==> config.mk <==
export PLATFORM = sky130hd
export DESIGN_NAME = tcr_timer
export DESIGN_NICKNAME = d
export VERILOG_FILES = /design/src/rtl/tcr_pkg.sv /design/src/rtl/tcr_timer.sv
export SDC_FILE = /design/constraint.sdc
export NUM_CORES = 1
export LEC_CHECK = 0
export BUFFER_PORTS_ARGS = -buffer_cell sky130_fd_sc_hd__buf_2
export CELL_PAD_IN_SITES_DETAIL_PLACEMENT = 1
export CELL_PAD_IN_SITES_GLOBAL_PLACEMENT = 1
export CORE_MARGIN = 2
export CORE_UTILIZATION = 45
export CTS_BUF_LIST = sky130_fd_sc_hd__clkbuf_4 sky130_fd_sc_hd__clkbuf_8 sky130_fd_sc_hd__clkbuf_16
export DETAILED_ROUTE_END_ITERATION = 16
export GPL_TIMING_DRIVEN = 0
export PLACE_DENSITY = 0.89
export SLEW_MARGIN = 5
export SYNTH_ARGS = -nofsm -noshare
export SYNTH_HDL_FRONTEND = slang
export SYNTH_SLANG_ARGS = --single-unit
export TNS_END_PERCENT = 5
==> constraint.sdc <==
create_clock -name clk_in -period 2.1 [get_ports clk_in]
set_input_delay 0 -clock clk_in [delete_from_list [all_inputs] [get_ports clk_in]]
set_output_delay 0 -clock clk_in [all_outputs]
set_load 0.05 [all_outputs]
==> src/rtl/tcr_pkg.sv <==
package tcr_pkg;

    // ****************************************************************
    // Register map
    // ****************************************************************
    localparam logic [7:0] TCR_ADDR_CONTROL     = 8'hC8;
    localparam logic [7:0] TCR_ADDR_RELOAD_LOW  = 8'hCA;
    localparam logic [7:0] TCR_ADDR_RELOAD_HIGH = 8'hCB;
    localparam logic [7:0] TCR_ADDR_COUNT_LOW   = 8'hCC;
    localparam logic [7:0] TCR_ADDR_COUNT_HIGH  = 8'hCD;
    localparam logic [7:0] TCR_RESET_BYTE       = 8'h00;
    localparam logic [15:0] TCR_RESET_WORD      = 16'h0000;
    localparam logic [15:0] TCR_COUNT_MAX       = 16'hFFFF;

    // ****************************************************************
    // Control bit positions
    // ****************************************************************
    localparam int TCR_BIT_OVF   = 7;
    localparam int TCR_BIT_EXT   = 6;
    localparam int TCR_BIT_RXSEL = 5;
    localparam int TCR_BIT_TXSEL = 4;
    localparam int TCR_BIT_EXEN  = 3;
    localparam int TCR_BIT_RUN   = 2;
    localparam int TCR_BIT_CNT   = 1;
    localparam int TCR_BIT_CAP   = 0;

    typedef struct packed {
        logic       wr;
        logic [7:0] addr;
        logic [7:0] wdata;
    } tcr_sfr_s;

endpackage : tcr_pkg

==> src/rtl/tcr_timer.sv <==
`timescale 1ns/1ps
`default_nettype none
module tcr_timer (
    input  wire logic              clk_in,
    input  wire logic              rst_n_in,
    input  wire tcr_pkg::tcr_sfr_s sfr_in,
    input  wire logic [7:0]        sfr_raddr_in,
    output logic [7:0]             sfr_rdata_out,
    input  wire logic              external_trigger_pin_in,
    input  wire logic              external_count_pin_in,
    output logic                   rx_baud_tick_out,
    output logic                   tx_baud_tick_out
);
    import tcr_pkg::*;

    logic [7:0]  ctrl;
    logic [15:0] count;
    logic [15:0] reload;
    logic [1:0]  trg_sync;
    logic [1:0]  cnt_sync;
    logic        trg_prev;
    logic        cnt_prev;
    logic        baud_mode;
    logic        trg_fall;
    logic        cnt_fall;
    logic        inc;
    logic        ovf;
    logic        ext_event;
    logic        do_capture;
    logic        do_reload;
    logic        next_ovf_flag;
    logic        next_ext_flag;

    // ****************************************************************
    // Pin synchronisers and edge detect
    // ****************************************************************
    // Each pin passes two flip-flops before anything reads it, so a pin edge
    // acts on the counter three clocks after it reaches the pin.
    // The flops reset low while the pins idle high, so the release of reset
    // can only look like a rising edge, which nothing acts on.
    always_ff @(posedge clk_in or negedge rst_n_in) begin
        if (!rst_n_in) begin
            trg_sync <= 2'h0;
            cnt_sync <= 2'h0;
            trg_prev <= 1'b0;
            cnt_prev <= 1'b0;
        end else begin
            trg_sync <= {trg_sync[0], external_trigger_pin_in};
            cnt_sync <= {cnt_sync[0], external_count_pin_in};
            trg_prev <= trg_sync[1];
            cnt_prev <= cnt_sync[1];
        end
    end

    assign trg_fall  = trg_prev & ~trg_sync[1];
    assign cnt_fall  = cnt_prev & ~cnt_sync[1];
    assign baud_mode = ctrl[TCR_BIT_RXSEL] | ctrl[TCR_BIT_TXSEL];

    // ****************************************************************
    // Event decode
    // ****************************************************************
    // Baud mode masks the trigger pin entirely: no capture, no reload and no
    // external flag, whatever the enable bit says.
    assign inc = ctrl[TCR_BIT_RUN] & (ctrl[TCR_BIT_CNT] ? cnt_fall : 1'b1);
    assign ovf = inc & (count == TCR_COUNT_MAX);
    assign ext_event  = trg_fall & ctrl[TCR_BIT_EXEN] & ~baud_mode;
    assign do_capture = ext_event & ctrl[TCR_BIT_CAP];
    assign do_reload  = ovf & (baud_mode | ~ctrl[TCR_BIT_CAP])
                      | ext_event & ~ctrl[TCR_BIT_CAP];

    assign rx_baud_tick_out = ovf & ctrl[TCR_BIT_RXSEL];
    assign tx_baud_tick_out = ovf & ctrl[TCR_BIT_TXSEL];

    // ****************************************************************
    // Control register
    // ****************************************************************
    // A flag set by hardware wins over a software clear in the same cycle, so
    // no event is lost. Writing 1 to a flag bit sets it, which lets software
    // exercise its flag handling without a real event.
    always_comb begin
        next_ovf_flag = ctrl[TCR_BIT_OVF];
        next_ext_flag = ctrl[TCR_BIT_EXT];
        if (sfr_in.wr && sfr_in.addr == TCR_ADDR_CONTROL) begin
            next_ovf_flag = sfr_in.wdata[TCR_BIT_OVF];
            next_ext_flag = sfr_in.wdata[TCR_BIT_EXT];
        end
        if (ovf && !baud_mode) begin
            next_ovf_flag = 1'b1;
        end
        if (ext_event) begin
            next_ext_flag = 1'b1;
        end
    end

    always_ff @(posedge clk_in or negedge rst_n_in) begin
        if (!rst_n_in) begin
            ctrl <= TCR_RESET_BYTE;
        end else begin
            ctrl[TCR_BIT_OVF] <= next_ovf_flag;
            ctrl[TCR_BIT_EXT] <= next_ext_flag;
            if (sfr_in.wr && sfr_in.addr == TCR_ADDR_CONTROL) begin
                ctrl[5:0] <= sfr_in.wdata[5:0];
            end
        end
    end

    // ****************************************************************
    // Counter; a software write wins over counting in the same cycle
    // ****************************************************************
    // Each byte is written on its own; software that rewrites a running
    // counter should stop it first, or a carry may fall between the writes.
    always_ff @(posedge clk_in or negedge rst_n_in) begin
        if (!rst_n_in) begin
            count <= TCR_RESET_WORD;
        end else if (sfr_in.wr && sfr_in.addr == TCR_ADDR_COUNT_LOW) begin
            count[7:0] <= sfr_in.wdata;
        end else if (sfr_in.wr && sfr_in.addr == TCR_ADDR_COUNT_HIGH) begin
            count[15:8] <= sfr_in.wdata;
        end else if (do_reload) begin
            count <= reload;
        end else if (inc) begin
            count <= count + 16'h0001;
        end
    end

    // ****************************************************************
    // Capture/reload pair
    // ****************************************************************
    // A capture wins over a software write to the pair, so a captured value
    // is never torn between old and new bytes.
    always_ff @(posedge clk_in or negedge rst_n_in) begin
        if (!rst_n_in) begin
            reload <= TCR_RESET_WORD;
        end else if (do_capture) begin
            reload <= count;
        end else if (sfr_in.wr && sfr_in.addr == TCR_ADDR_RELOAD_LOW) begin
            reload[7:0] <= sfr_in.wdata;
        end else if (sfr_in.wr && sfr_in.addr == TCR_ADDR_RELOAD_HIGH) begin
            reload[15:8] <= sfr_in.wdata;
        end
    end

    // ****************************************************************
    // Read port
    // ****************************************************************
    // Read data is registered and shows the addressed register one clock
    // after the address is presented.
    always_ff @(posedge clk_in or negedge rst_n_in) begin
        if (!rst_n_in) begin
            sfr_rdata_out <= TCR_RESET_BYTE;
        end else begin
            unique case (sfr_raddr_in)
                TCR_ADDR_CONTROL:     sfr_rdata_out <= ctrl;
                TCR_ADDR_RELOAD_LOW:  sfr_rdata_out <= reload[7:0];
                TCR_ADDR_RELOAD_HIGH: sfr_rdata_out <= reload[15:8];
                TCR_ADDR_COUNT_LOW:   sfr_rdata_out <= count[7:0];
                TCR_ADDR_COUNT_HIGH:  sfr_rdata_out <= count[15:8];
                default:              sfr_rdata_out <= TCR_RESET_BYTE;
            endcase
        end
    end

    // ****************************************************************
    // Checks
    // ****************************************************************
    chk_ovf_flag_set: assert property (@(posedge clk_in) disable iff (!rst_n_in)
        ovf && !baud_mode |=> ctrl[TCR_BIT_OVF]) else $error("overflow flag not set");

    chk_ovf_flag_hold: assert property (@(posedge clk_in) disable iff (!rst_n_in)
        ctrl[TCR_BIT_OVF] && !(sfr_in.wr && sfr_in.addr == TCR_ADDR_CONTROL)
            |=> ctrl[TCR_BIT_OVF])
        else $error("overflow flag cleared by hardware");

    chk_ovf_flag_baud: assert property (@(posedge clk_in) disable iff (!rst_n_in)
        $rose(ctrl[TCR_BIT_OVF]) |-> !$past(baud_mode)
            || $past(sfr_in.wr && sfr_in.addr == TCR_ADDR_CONTROL))
        else $error("overflow flag set in baud mode");

    chk_ext_flag_set: assert property (@(posedge clk_in) disable iff (!rst_n_in)
        ext_event |=> ctrl[TCR_BIT_EXT]) else $error("external flag not set");

    chk_ext_flag_hold: assert property (@(posedge clk_in) disable iff (!rst_n_in)
        ctrl[TCR_BIT_EXT] && !(sfr_in.wr && sfr_in.addr == TCR_ADDR_CONTROL)
            |=> ctrl[TCR_BIT_EXT])
        else $error("external flag cleared by hardware");

    chk_rx_tick: assert property (@(posedge clk_in) disable iff (!rst_n_in)
        rx_baud_tick_out |-> ctrl[TCR_BIT_RXSEL] && count == TCR_COUNT_MAX)
        else $error("receive tick without overflow");

    chk_tx_tick: assert property (@(posedge clk_in) disable iff (!rst_n_in)
        tx_baud_tick_out |-> ctrl[TCR_BIT_TXSEL] && count == TCR_COUNT_MAX)
        else $error("transmit tick without overflow");

    chk_ext_ignored: assert property (@(posedge clk_in) disable iff (!rst_n_in)
        (!ctrl[TCR_BIT_EXEN] || baud_mode) && !sfr_in.wr
            |=> $stable(ctrl[TCR_BIT_EXT]) && $stable(reload))
        else $error("trigger pin not ignored");

    chk_hold_stopped: assert property (@(posedge clk_in) disable iff (!rst_n_in)
        !ctrl[TCR_BIT_RUN] && !sfr_in.wr && !ext_event |=> $stable(count))
        else $error("count moved while stopped");

    chk_timer_step: assert property (@(posedge clk_in) disable iff (!rst_n_in)
        ctrl[TCR_BIT_RUN] && !ctrl[TCR_BIT_CNT] && !sfr_in.wr && !do_reload
            |=> count == $past(count) + 16'h0001)
        else $error("timer did not step");

    chk_count_pin_only: assert property (@(posedge clk_in) disable iff (!rst_n_in)
        ctrl[TCR_BIT_CNT] && !cnt_fall && !sfr_in.wr && !do_reload |=> $stable(count))
        else $error("counter moved without a pin edge");

    chk_capture_copy: assert property (@(posedge clk_in) disable iff (!rst_n_in)
        do_capture |=> reload == $past(count)) else $error("capture value wrong");

    chk_ovf_reload: assert property (@(posedge clk_in) disable iff (!rst_n_in)
        ovf && !ctrl[TCR_BIT_CAP] && !sfr_in.wr |=> count == $past(reload))
        else $error("reload on overflow missing");

    chk_ext_reload: assert property (@(posedge clk_in) disable iff (!rst_n_in)
        ext_event && !ctrl[TCR_BIT_CAP] && !sfr_in.wr |=> count == $past(reload))
        else $error("reload on trigger edge missing");

    chk_baud_reload: assert property (@(posedge clk_in) disable iff (!rst_n_in)
        ovf && baud_mode && !sfr_in.wr |=> count == $past(reload))
        else $error("baud mode did not reload");

    chk_trig_edge: assert property (@(posedge clk_in) disable iff (!rst_n_in)
        trg_fall |-> $past(external_trigger_pin_in, 3) && !$past(external_trigger_pin_in, 2))
        else $error("trigger edge not from pin");

    chk_cnt_edge: assert property (@(posedge clk_in) disable iff (!rst_n_in)
        cnt_fall |-> $past(external_count_pin_in, 3) && !$past(external_count_pin_in, 2))
        else $error("count edge not from pin");

endmodule : tcr_timer
`default_nettype wire

* Yosys cells after proc, flatten, opt, wreduce, memory -nomap -nowiden
Index checks and enable logic that the tools add are counted.
** Word-level totals
- Bits in registers :: 54
- Latch bits :: 0
- Memory bits (writable) :: 0
- Bits in read-only memories :: 0
- Input bits :: 29
- Output and inout bits :: 10
- Logic and storage cells :: 76
- Memories kept :: 0
** Cells by class
- Add/sub/neg operators :: 1
- Multipliers :: 0
- Divide/modulo/power cells :: 0
- $lt $le $gt $ge :: 0
- Equal/unequal tests :: 13
- Shift operators :: 0
- Multiplexer cells :: 15
- Bitwise operators :: 19
- Reductions and logical operators :: 16
** Operator list (number)
- 8-bit == test, second input constant :: 10
- 16-bit two-way mux :: 3
- 8-bit two-way mux :: 6
- 8-bit one-hot mux with 5 select lines :: 1
- 16-bit by 1-bit adder with 16-bit output, second input constant :: 1
- 16-bit == test, second input constant :: 1
- 1-bit bitwise AND :: 11
- 2-bit nonzero test :: 4
- 1-bit logical AND :: 6
- 2-bit AND reduction :: 3
- 3-bit nonzero test :: 2
- 1-bit two-way mux :: 5
- 1-bit inverter :: 5
- 2-bit inequality test, second input constant :: 2
- 1-bit OR :: 3
- 1-bit logical NOT :: 1

* Depth between registers and ports, before layout
Gate-level depths: netlist (run 1).
- Word-level depth :: 10
- Gate-level depth with buffers :: 7
- Depth with buffers taken out :: 6

* Worst setup path before layout (run 1)
OpenSTA, ideal clock, no wires.
- Kind :: register -> register
- Start :: register count[0]
- End :: register count[4]
- Setup time :: 0.135 ns
- Arrival :: 1.716 ns
- Data required time :: 1.965 ns
- Slack :: 0.249 ns
- Cell stages (with the launch flop) :: 8
- Path buffers :: 1
- Period minus slack after synthesis :: 1.851 ns
- Path through :: dfrtp_1 > ha_1 > nand4_1 > a21oi_1 > a31oi_2 > buf_2 > mux2i_1 > a21oi_1
** Between the ends
- Longest elaborated chain between the ends :: 7
- Elaborated cells on any way between the ends :: 11
- Those cells by class :: 1 x add/sub; 1 x eq/ne; 4 x mux; 3 x bitwise; 2 x reduce/logical
** Ends and longest elaborated chain
- start, declared :: line tcr_timer.sv:17 : logic [15:0] count;
- start signal, assigned :: line tcr_timer.sv:116 : count[7:0] <= sfr_in.wdata;
- start signal, assigned :: line tcr_timer.sv:120 : count <= reload;
- start signal, assigned :: line tcr_timer.sv:122 : count <= count + 16'h0001;
- parallel branches: the longest is 7 deep, another holds 16-bit by 1-bit adder with 16-bit output
Several ways; the timed one is not identified. The select of a mux whose other input is x is not followed.
A chain may end at the register's enable or synchronous reset.

* Final worst setup path (run 1)
- Start :: register count[5]
- End :: register count[15]
** Between the ends
- Longest elaborated chain between the ends :: 6
- Elaborated cells on any way between the ends :: 10
- Those cells by class :: 1 x add/sub; 1 x eq/ne; 3 x mux; 3 x bitwise; 2 x reduce/logical
** Ends and longest elaborated chain
- parallel branches: the longest is 6 deep, another holds 16-bit by 1-bit adder with 16-bit output
Several ways; the timed one is not identified. The select of a mux whose other input is x is not followed.

==> results_dict.tcl, run 1 <==
set metrics [dict create \
    root_buffer "clkbuf_8" \
    setup_viol 0 \
    die_x_um 86.94 \
    place_congestion 0.9073 \
    drive_gt1_share_pct 24.41 \
    fp-row-count 30 \
    wl_per_cell_um 23.48 \
    hp-class "input port to flop" \
    path_cells "buf_4 > nand4_1 > or3_4 > buf_4 > o31a_1 > nor3_1 > o21ai_0" \
    whs_ns 0.009758 \
    powerDensity_mw_per_mm2 885.8 \
    worstPathArrival_ns 2.30 \
    drc_errors 0 \
    cp-start-kind "flop" \
    ioPinCount 39 \
    overflow 0 \
    clkTransAtPathRegs_ns 0.10 \
    core_mm2 0.006719 \
    reg2regPathDepth 7 \
    io_buffers 38 \
    pre_cts_ws_ns -0.2086 \
    max_slew_margin_pct 42.64 \
    vias 3033 \
    antenna_found_initial 0 \
    diodes 0 \
    vias_per_cell 6.579 \
    die-area_mm2 0.007559 \
    postRouteAntennaNets 0 \
    r2r-end "count[15]$_DFFE_PN0P_" \
    holdPathEnd "ctrl[6]$_DFFE_PN0P_" \
    synth_top_area_share_pct 43.65 \
    synth_area_mm2 0.003095 \
    synth.largest_area_cell "dfrtp_1" \
    setup_ws_ns 0.006794 \
    avgSynthCellArea_um2 9.466 \
    grt_use_met3_pct 4.739 \
    worst_path_max_delay_cell "or3_4" \
    yosys_warnings 0 \
    synth-seq-area-share_pct 43.65 \
    vdd_ir_drop_max_mv 0.3614 \
    grt_pass1_vias 3150 \
    multi_input_area_mm2 0.001679 \
    grt_max_degree 55 \
    rrSetupSlack_ns 0.007 \
    place_hpwl_um 6875 \
    worst-setup-path-type "flop to flop" \
    utilization_pct 54.38 \
    global_route.peak_usage_layer "met2" \
    clock.fmax_ghz 0.4777 \
    synth.most_common_cell "dfrtp_1" \
    insertion_delay_ns 0.32 \
    routed_wl_um 10820 \
    crit_fanout 8 \
    synth.net_count 357 \
    ys_async_sr_fraction_pct 100.0 \
    slew_violations 0 \
    met2_usage_pct 48.16 \
    max_stage_delay_ns 0.49 \
    skew_ns 0.007911 \
    ys.flop_type "dfrtp_1" \
    critPathCaptureType "flop" \
    cts_buffers 5 \
    status "complete, no violations" \
    layout.nets 410 \
    globalRouteMet1Util_pct 37.35 \
    yosys_register_bits 54 \
    crit_required_ns 2.30 \
    cap_violations 0 \
    fillers 772 \
    dr.pass1.iters 5 \
    cp_common_cell "buf_4" \
    cts_tree "built" \
    tightest_slew_ns 0.8533 \
    r2r_start "count[5]$_DFFE_PN0P_" \
    cts_htree_levels 2 \
    min_from "sfr_in[6]" \
    drtIter0Drc 321 \
    synth_edf_count 0 \
    die_height_um 86.94 \
    synth_common_cells "54 x dfrtp_1, 43 x nand2_1, 37 x o21ai_0" \
    clk_path_buf_depth 2 \
    power_leakage_nw 1.529 \
    grt_use_total_pct 29.06 \
    finalCriticalPeriod_ns 2.093 \
    area_growth_pct 18.03 \
    grt_pass1_wl_um 16530 \
    synth_area_leaders "dfrtp_1 44%, mux2i_1 11%, o21ai_0 6.0%, nand2_1 5.2%, mux2_4 2.4%" \
    yosysUniqueCellTypes 47 \
    seqCellArea_mm2 0.001359 \
    start_util_pct 46.07 \
    post-route-period-util_pct 99.68 \
    cts_sinks 54 \
    syn_inst 327 \
    min_delay_path_depth 3 \
    finalHoldViolations 0 \
]
[through the flow]
step / cell area (um^2) / setup TNS, ns / cells / total power, mW
2_1_floorplan: 3095 / 0 / 327 / 2.074
3_3_place_gp: 3386 / -1.058 / 445 / 2.337
3_5_place_dp: 3386 / -1.578 / 445 / 2.386
4_1_cts: 3573 / -0.01120 / 458 / 3.112
5_1_grt: 3654 / -0.1028 / 461 / 3.399
6_report: 3654 / 0 / 461 / 3.236
[where the power goes]
| group | internal (mW) | total, mW | switching (mW) |
|---|---|---|---|
| Clock | 0.273 | 0.644 | 0.371 |
| Sequential | 1.19 | 1.36 | 0.174 |
| Combinational | 0.512 | 1.23 | 0.716 |
[layout by cell type, fill, tap and decap left out, types with 6 or more instances in the layout]
cell	count
a21oi_1	11
a22o_1	8
buf_2	40
buf_4	9
clkbuf_8	6
dfrtp_1	48
dfrtp_2	6
inv_1	10
mux2i_1	33
nand2_1	43
nand3_1	10
nor2_1	12
nor3_1	10
o21ai_0	34
o22ai_1	6
xnor2_1	7
[flip-flops by register name, summed over array words and instances (netlist names)]
signal,cells
trg_sync,2
sfr_rdata_out,8
trg_prev,1
count,16
cnt_prev,1
reload,16
cnt_sync,2
ctrl,8
[timing repair]
action / 4_1_cts / 5_1_grt
hold buffers: 3 / 1
resized for setup: 14 / 22
cloned: 0 / 0
pin swaps: 1 / 3
hold endpoints to repair: 56 / 1
buffers inserted: 2 / 2
setup endpoints to repair: 27 / 32
[logic make-up after synthesis]
group                      Yosys count  share of synthesized area (%)
AOI/OAI and AO/OA                   86                          17.42
xor gates and xnor gates            10                          2.830
adders and majority gates            1                         0.4041
buffers and inverters               29                          4.164
DFF                                 54                          43.65
muxes                               39                          13.46
and+or+nand+nor                    108                          18.07
[worst max-delay path by stage]
stage	startpoint	end	slack (ns)	depth (start not counted)
final	count[5]$_DFFE_PN0P_	count[15]$_DFFE_PN0P_	0.007	7
after CTS	count[1]$_DFFE_PN0P_	count[0]$_DFFE_PN0P_	-0.01	7
after floorplan	count[0]$_DFFE_PN0P_	count[4]$_DFFE_PN0P_	0.25	7
after detailed placement	count[0]$_DFFE_PN0P_	count[4]$_DFFE_PN0P_	-0.21	7
after global placement	count[0]$_DFFE_PN0P_	count[4]$_DFFE_PN0P_	-0.17	7
after global routing	count[5]$_DFFE_PN0P_	count[15]$_DFFE_PN0P_	-0.06	7
[per-layer routing]
metal | vias up | part of all wire, %
met5 | - | 0
met4 | 0 | 3.9
met3 | 47 | 7.3
met2 | 183 | 49
met1 | 1512 | 40
li1 | 1291 | -
[final cells by class]
| cell class | instances | share of cell area (%) |
|---|---|---|
| clock buffer | 6 | 2.260 |
| tap | 80 | 2.740 |
| inverter | 10 | 1.027 |
| multi-input combinational | 244 | 45.96 |
| clock inverter | 2 | 0.4452 |
| sequential | 54 | 37.19 |
| buffer | 19 | 2.842 |
| timing repair buffer | 46 | 7.534 |
[critical path: cells and delay by family, from the launching register on]
kind,cells,cell delay (ns)
simple gates,3,0.92
compound gates,2,0.39
flops,1,0.34
buf+inv,2,0.33
Power figures use the tool's default switching activity.
==> run 2, diff against run 1 <==
--- a/config.mk
+++ b/config.mk
@@ -12,9 +12,8 @@
 export CORE_UTILIZATION = 45
 export CTS_BUF_LIST = sky130_fd_sc_hd__clkbuf_4 sky130_fd_sc_hd__clkbuf_8 sky130_fd_sc_hd__clkbuf_16
 export DETAILED_ROUTE_END_ITERATION = 16
-export GPL_TIMING_DRIVEN = 0
+export GPL_TIMING_DRIVEN = 1
 export PLACE_DENSITY = 0.89
-export SLEW_MARGIN = 5
 export SYNTH_ARGS = -nofsm -noshare
 export SYNTH_HDL_FRONTEND = slang
 export SYNTH_SLANG_ARGS = --single-unit
==> run 2 against run 1 <==
  * Sequential power hardly changed
  * Core utilization is 0.39 points higher
  * Critical path type is now flop to output port
  * Register-to-register slack better by 0.05 ns
  * Largest power group unchanged
  * Critical endpoint is now rx_baud_tick_out
  * Highest routed layer unchanged
  * Routed wire length is 2.7% lower
  * Cell count is 0.22% lower
==> results_dict.tcl, run 2 (synthesized netlist as in run 1, its figures left out) <==
set metrics [dict create \
    status "complete, no violations" \
    cts_buffers 5 \
    tns_ns 0 \
    grt_use_total_pct 29.36 \
    drtIter0Drc 244 \
    crit_buf_inv 1 \
    clock.fmax_ghz 0.4803 \
    final_cell_mix "51 x dfrtp_1, 43 x nand2_1, 37 x o21ai_0" \
    die_height_um 86.94 \
    final_common_cell "dfrtp_1" \
    cts_tree "built" \
    max_slew_margin_pct 48.89 \
    cp-start-kind "flop" \
    worst-setup-path-type "flop to output port" \
    setup_viol 0 \
    die_x_um 86.94 \
    insertion_delay_ns 0.32 \
    cap_violations 0 \
    slew_violations 0 \
    clkPwrFrac_pct 21.9 \
    max_stage_delay_ns 0.45 \
    total_power_mw 3.309 \
    area_growth_pct 18.88 \
    vias 2950 \
    drc_errors 0 \
    ioPinCount 39 \
    clk_path_buf_depth 2 \
    grt_max_degree 30 \
    setup_ws_ns 0.01786 \
    grt_pass1_wl_um 16900 \
    pwr-share-comb_pct 36.2 \
    crit_required_ns 2.10 \
    start_util_pct 46.07 \
    clkTransAtPathRegs_ns 0.10 \
    reg.largest.list "count: 16 flops, reload: 16 flops" \
    tightest_slew_ns 0.7586 \
    powerDensity_mw_per_mm2 899.1 \
    dr.pass1.iters 5 \
    io_buffers 38 \
    vdd_ir_drop_max_mv 0.4277 \
    finalHoldViolations 0 \
    root_buffer "clkbuf_8" \
    post-route-period-util_pct 99.15 \
    wl_per_cell_um 22.90 \
    crit_fanout 7 \
    p_int_mw 2.060 \
    overflow 0 \
    postCtsSetupBuffers 0 \
    power_leakage_nw 1.559 \
    rsz0062_at_grt "yes" \
    sw_frac_of_total_pct 37.75 \
    grt_pass1_vias 3094 \
    cts_htree_levels 2 \
    core_mm2 0.006719 \
    routed_wl_um 10530 \
    switching_power_mw 1.249 \
    finalCriticalPeriod_ns 2.082 \
    worstPathArrival_ns 2.08 \
    power_frac_seq_pct 41.9 \
    vias_per_cell 6.413 \
    hp-class "input port to flop" \
    place_congestion 0.8609 \
    path_cells "ha_2 > and4_2 > nand3_1 > nor3_4 > and2_1 > buf_4" \
    drive_gt1_share_pct 24.47 \
    skew_ns 0.01274 \
    worst_path_max_delay_cell "dfrtp_2" \
    postRouteAntennaNets 0 \
    diodes 0 \
    layout.nets 409 \
    die-area_mm2 0.007559 \
    antenna_found_initial 0 \
    place_hpwl_um 7446 \
    fp-row-count 30 \
    pre_cts_ws_ns -0.04980 \
    path_delay_family "simple AND/OR/NAND/NOR gates" \
    cts_sinks 54 \
    critPathCaptureType "output port" \
]
==> run 2: metal layers <==
layer	part of all wire, %	wire (um)	up-vias	GRT usage, %
met1	41	4339	1482	39.12
li1	-	-	1292	-
met3	6.1	643	34	4.171
met2	50	5237	142	49.27
met5	0	0	-	0
met4	3.0	311	0	9.233
==> run 2: per-stage QoR <==
step,hold WS [ns],utilization (%),std cells,cell area (um^2)
after floorplan,-0.2956,-,327,3095
after global placement,0.05152,51.88,449,3486
after detailed placement,0.06316,51.88,449,3486
after CTS,0.02198,54.43,460,3657
after global routing,0.03194,54.77,460,3680
final,0.03015,54.77,460,3680
==> run 2: cell type report <==
class / instances / area, um^2
Clock inverter: 2 / 37.54
Multi-Input combinational cell: 244 / 1659
Fill cell: 779 / 3039
Clock buffer: 6 / 76.32
Tap cell: 80 / 100.1
Sequential cell: 54 / 1355
Timing Repair Buffer: 64 / 414.1
Inverter: 10 / 37.54
==> run 2: power groups by stage <==
stage	combinational, mW	clock, mW	sequential (mW)
floorplan	0.757	0	1.32
global placement	1.07	0	1.38
detailed placement	1.14	0	1.39
CTS	1.16	0.735	1.37
global route	1.32	0.767	1.41
finish	1.20	0.725	1.39
==> run 2: what timing repair did <==
action / in CTS / in global routing
endpoints found under the setup margin: 7 / 7
cloned: 0 / 0
pin swaps: 0 / 1
hold buffers: 3 / 0
resized for setup: 8 / 6
hold endpoints to repair: 27 / 0
==> run 2: worst paths after layout <==
kind                                       start               endpoint  slack, ns  cells after the start
min in group asynchronous               rst_n_in  cnt_sync[0]$_DFF_PN0_       0.23                      2
setup reg to reg            count[0]$_DFFE_PN0P_   count[9]$_DFFE_PN0P_       0.06                      7
max in group asynchronous               rst_n_in   count[7]$_DFFE_PN0P_       1.26                      3
hold / removal                         sfr_in[2]    ctrl[2]$_DFFE_PN0P_       0.03                      2
setup / recovery            count[0]$_DFFE_PN0P_       rx_baud_tick_out       0.02                      6
hold reg to reg            trg_sync[0]$_DFF_PN0_  trg_sync[1]$_DFF_PN0_       0.39                      0
==> run 3, diff against run 2 <==
--- a/config.mk
+++ b/config.mk
@@ -5,15 +5,17 @@
 export SDC_FILE = /design/constraint.sdc
 export NUM_CORES = 1
 export LEC_CHECK = 0
+export ABC_AREA = 1
 export BUFFER_PORTS_ARGS = -buffer_cell sky130_fd_sc_hd__buf_2
+export CAP_MARGIN = 20
 export CELL_PAD_IN_SITES_DETAIL_PLACEMENT = 1
 export CELL_PAD_IN_SITES_GLOBAL_PLACEMENT = 1
 export CORE_MARGIN = 2
-export CORE_UTILIZATION = 45
+export CORE_UTILIZATION = 42
 export CTS_BUF_LIST = sky130_fd_sc_hd__clkbuf_4 sky130_fd_sc_hd__clkbuf_8 sky130_fd_sc_hd__clkbuf_16
 export DETAILED_ROUTE_END_ITERATION = 16
 export GPL_TIMING_DRIVEN = 1
-export PLACE_DENSITY = 0.89
+export PLACE_DENSITY = 0.88
 export SYNTH_ARGS = -nofsm -noshare
 export SYNTH_HDL_FRONTEND = slang
 export SYNTH_SLANG_ARGS = --single-unit
==> run 3 against run 2 <==
  * Critical path depth is 2 higher
  * Global-route usage is 1.8 points lower
  * Combinational power is 46% lower
  * Setup slack better by 0.059 ns
  * Sequential power is 6% lower
  * Critical path type unchanged
  * Critical endpoint is now tx_baud_tick_out
  * Largest cell class unchanged
  * Largest power group unchanged
==> results_dict.tcl, run 3 <==
set metrics [dict create \
    status "complete, no violations" \
    synth_common_cells "116 x nand2_1, 58 x inv_1, 54 x dfrtp_1" \
    worst-setup-path-type "flop to output port" \
    synth.largest_area_cell "dfrtp_1" \
    synth.net_count 475 \
    start_util_pct 42.81 \
    tightest_slew_ns 0.6963 \
    root_buffer "clkbuf_8" \
    postRouteAntennaNets 0 \
    hp-class "input port to flop" \
    vdd_ir_drop_max_mv 0.2770 \
    fp-row-count 32 \
    total_power_mw 2.718 \
    die-area_mm2 0.008475 \
    final_common_cell "nand2_1" \
    grt_pass1_wl_um 18020 \
    seqCellArea_mm2 0.001353 \
    synth-seq-area-share_pct 41.49 \
    yosys_register_bits 54 \
    setup_viol 0 \
    place_hpwl_um 8390 \
    synth_area_mm2 0.003257 \
    synth_area_leaders "dfrtp_1 41%, nand2_1 13%, nand3_1 7.1%, inv_1 6.7%, nor2_1 6.0%" \
    slew_violations 0 \
    path_delay_family "simple AND/OR/NAND/NOR gates" \
    dr.pass1.iters 5 \
    finalNonFillerCells 598 \
    synth.most_common_cell "nand2_1" \
    worstPathArrival_ns 2.02 \
    whs_ns 0.01722 \
    clkTransAtPathRegs_ns 0.11 \
    path_cells "ha_2 > nand2_1 > nor2_1 > nand2_2 > nor2_2 > nand2_1 > nor2_1 > buf_2" \
    yosysUniqueCellTypes 31 \
    cts_buffers 5 \
    drc_errors 0 \
    finalHoldViolations 0 \
    die_x_um 92.06 \
    post-route-period-util_pct 96.32 \
    die_height_um 92.06 \
    cts_tree "built" \
    dp_cells 584 \
    max_slew_margin_pct 53.58 \
    reg.largest.list "count: 16 flops, reload: 16 flops" \
    clk_path_buf_depth 2 \
    layout.nets 525 \
    critPathCaptureType "output port" \
    vias_per_cell 5.483 \
    diodes 0 \
    skew_ns 0.01089 \
    final_cell_mix "116 x nand2_1, 58 x inv_1, 53 x dfrtp_1" \
    tns_ns 0 \
    insertion_delay_ns 0.33 \
    cts_sinks 54 \
    ys.flop_type "dfrtp_1" \
    fillers 1011 \
    grt_pass1_vias 3469 \
    setup_ws_ns 0.07721 \
    cp-start-kind "flop" \
    grt_use_total_pct 27.60 \
    io_buffers 38 \
    crit_fanout 5 \
    area_growth_pct 16.29 \
    cap_violations 0 \
    max_stage_delay_ns 0.44 \
    overflow 0 \
    syn_inst 445 \
    core_mm2 0.007607 \
    avgSynthCellArea_um2 7.319 \
    antenna_found_initial 0 \
    multi_input_area_mm2 0.001610 \
    power_leakage_nw 1.881 \
    grt_max_degree 31 \
    crit_required_ns 2.10 \
    clock.fmax_ghz 0.4944 \
    pre_cts_ws_ns 0.1105 \
    yosys_warnings 0 \
    drive_gt1_share_pct 18.35 \
    ys_async_sr_fraction_pct 100.0 \
    finalCriticalPeriod_ns 2.023 \
    vias 3279 \
    post-route-cell-area_mm2 0.003787 \
    routed_wl_um 11200 \
    ioPinCount 39 \
    cts_htree_levels 2 \
    synth_top_area_share_pct 41.49 \
    postCtsSetupBuffers 0 \
    worst_path_max_delay_cell "dfrtp_1" \
    drtIter0Drc 192 \
    synth_edf_count 0 \
    place_area_mm2 0.003588 \
    utilization_pct 49.79 \
    powerDensity_mw_per_mm2 717.7 \
    place_congestion 0.9569 \
    crit_buf_inv 1 \
    wl_per_cell_um 18.73 \
]
[run 3: cell types whose count changed after synthesis, sizes merged, moves of 15 or more]
cell	previous run	this run
inv	10	64
mux2i	33	0
nand2	43	129
nand3	10	48
nor2	13	57
o221ai	1	16
[run 3: cell families (layout without fill, tap and decap cells)]
logic type	after synthesis	after routing	synth area share [%]
compound gates	58	58	11.79
flops	54	54	41.49
simple gates	246	246	33.73
xor+xnor	11	11	2.958
buf+inv	75	126	9.643
fa+ha+maj	1	1	0.3841
[run 3: timing repair]
item / 4_1_cts / 5_1_grt
hold endpoints to repair: 30 / 0
resized for setup: 0 / 5
setup endpoints to repair: 0 / 18
hold buffers: 6 / 0
[run 3: worst register-to-register path: stages, from the launching register on]
cell and delay [ns]:
dfrtp_1 0.44, ha_2 0.28, nand2_1 0.07, nor2_1 0.13
nand2_2 0.10, nor2_2 0.15, nand2_1 0.15, nand2_1 0.16
nand2_2 0.13, nand2_1 0.10, nand3_1 0.07, nand2_1 0.06
nand2_1 0.05
[run 3: worst paths after layout]
kind	startpoint	endpoint	slack, ns	cells after the start
worst max-delay path	count[1]$_DFFE_PN0P_	tx_baud_tick_out	0.08	8
worst min-delay path	sfr_in[4]	ctrl[4]$_DFFE_PN0P_	0.02	3
worst max register to register	count[1]$_DFFE_PN0P_	count[8]$_DFFE_PN0P_	0.13	12
worst min register to register	cnt_sync[0]$_DFF_PN0_	cnt_sync[1]$_DFF_PN0_	0.37	0
max in group asynchronous	rst_n_in	count[0]$_DFFE_PN0P_	1.25	3
min in group asynchronous	rst_n_in	reload[5]$_DFFE_PN0P_	0.25	2
[run 3: routing by layer]
layer  wire length, um  global-route usage, %  share of wire, %
met3               690                  2.547               6.2
met5                 0                      0                 0
met4               446                  11.69               4.0
met1              4629                  37.19                41
met2              5436                  45.53                49
[run 3: power by group]
part / internal (mW) / leakage, nW / switching [mW] / total (mW)
Clock: 0.365 / 0.0591 / 0.408 / 0.774
Combinational: 0.242 / 1.17 / 0.401 / 0.643
Sequential: 1.16 / 0.648 / 0.145 / 1.30
[run 3: layout make-up]
type                    count  area share (%)
clock buffers               5           1.817
clock inverters             3           1.255
inverters                  64           6.343
multi-input cells         316           42.52
flip-flops and latches     54           35.71
well taps                 102           3.370
repair buffers             54           8.986
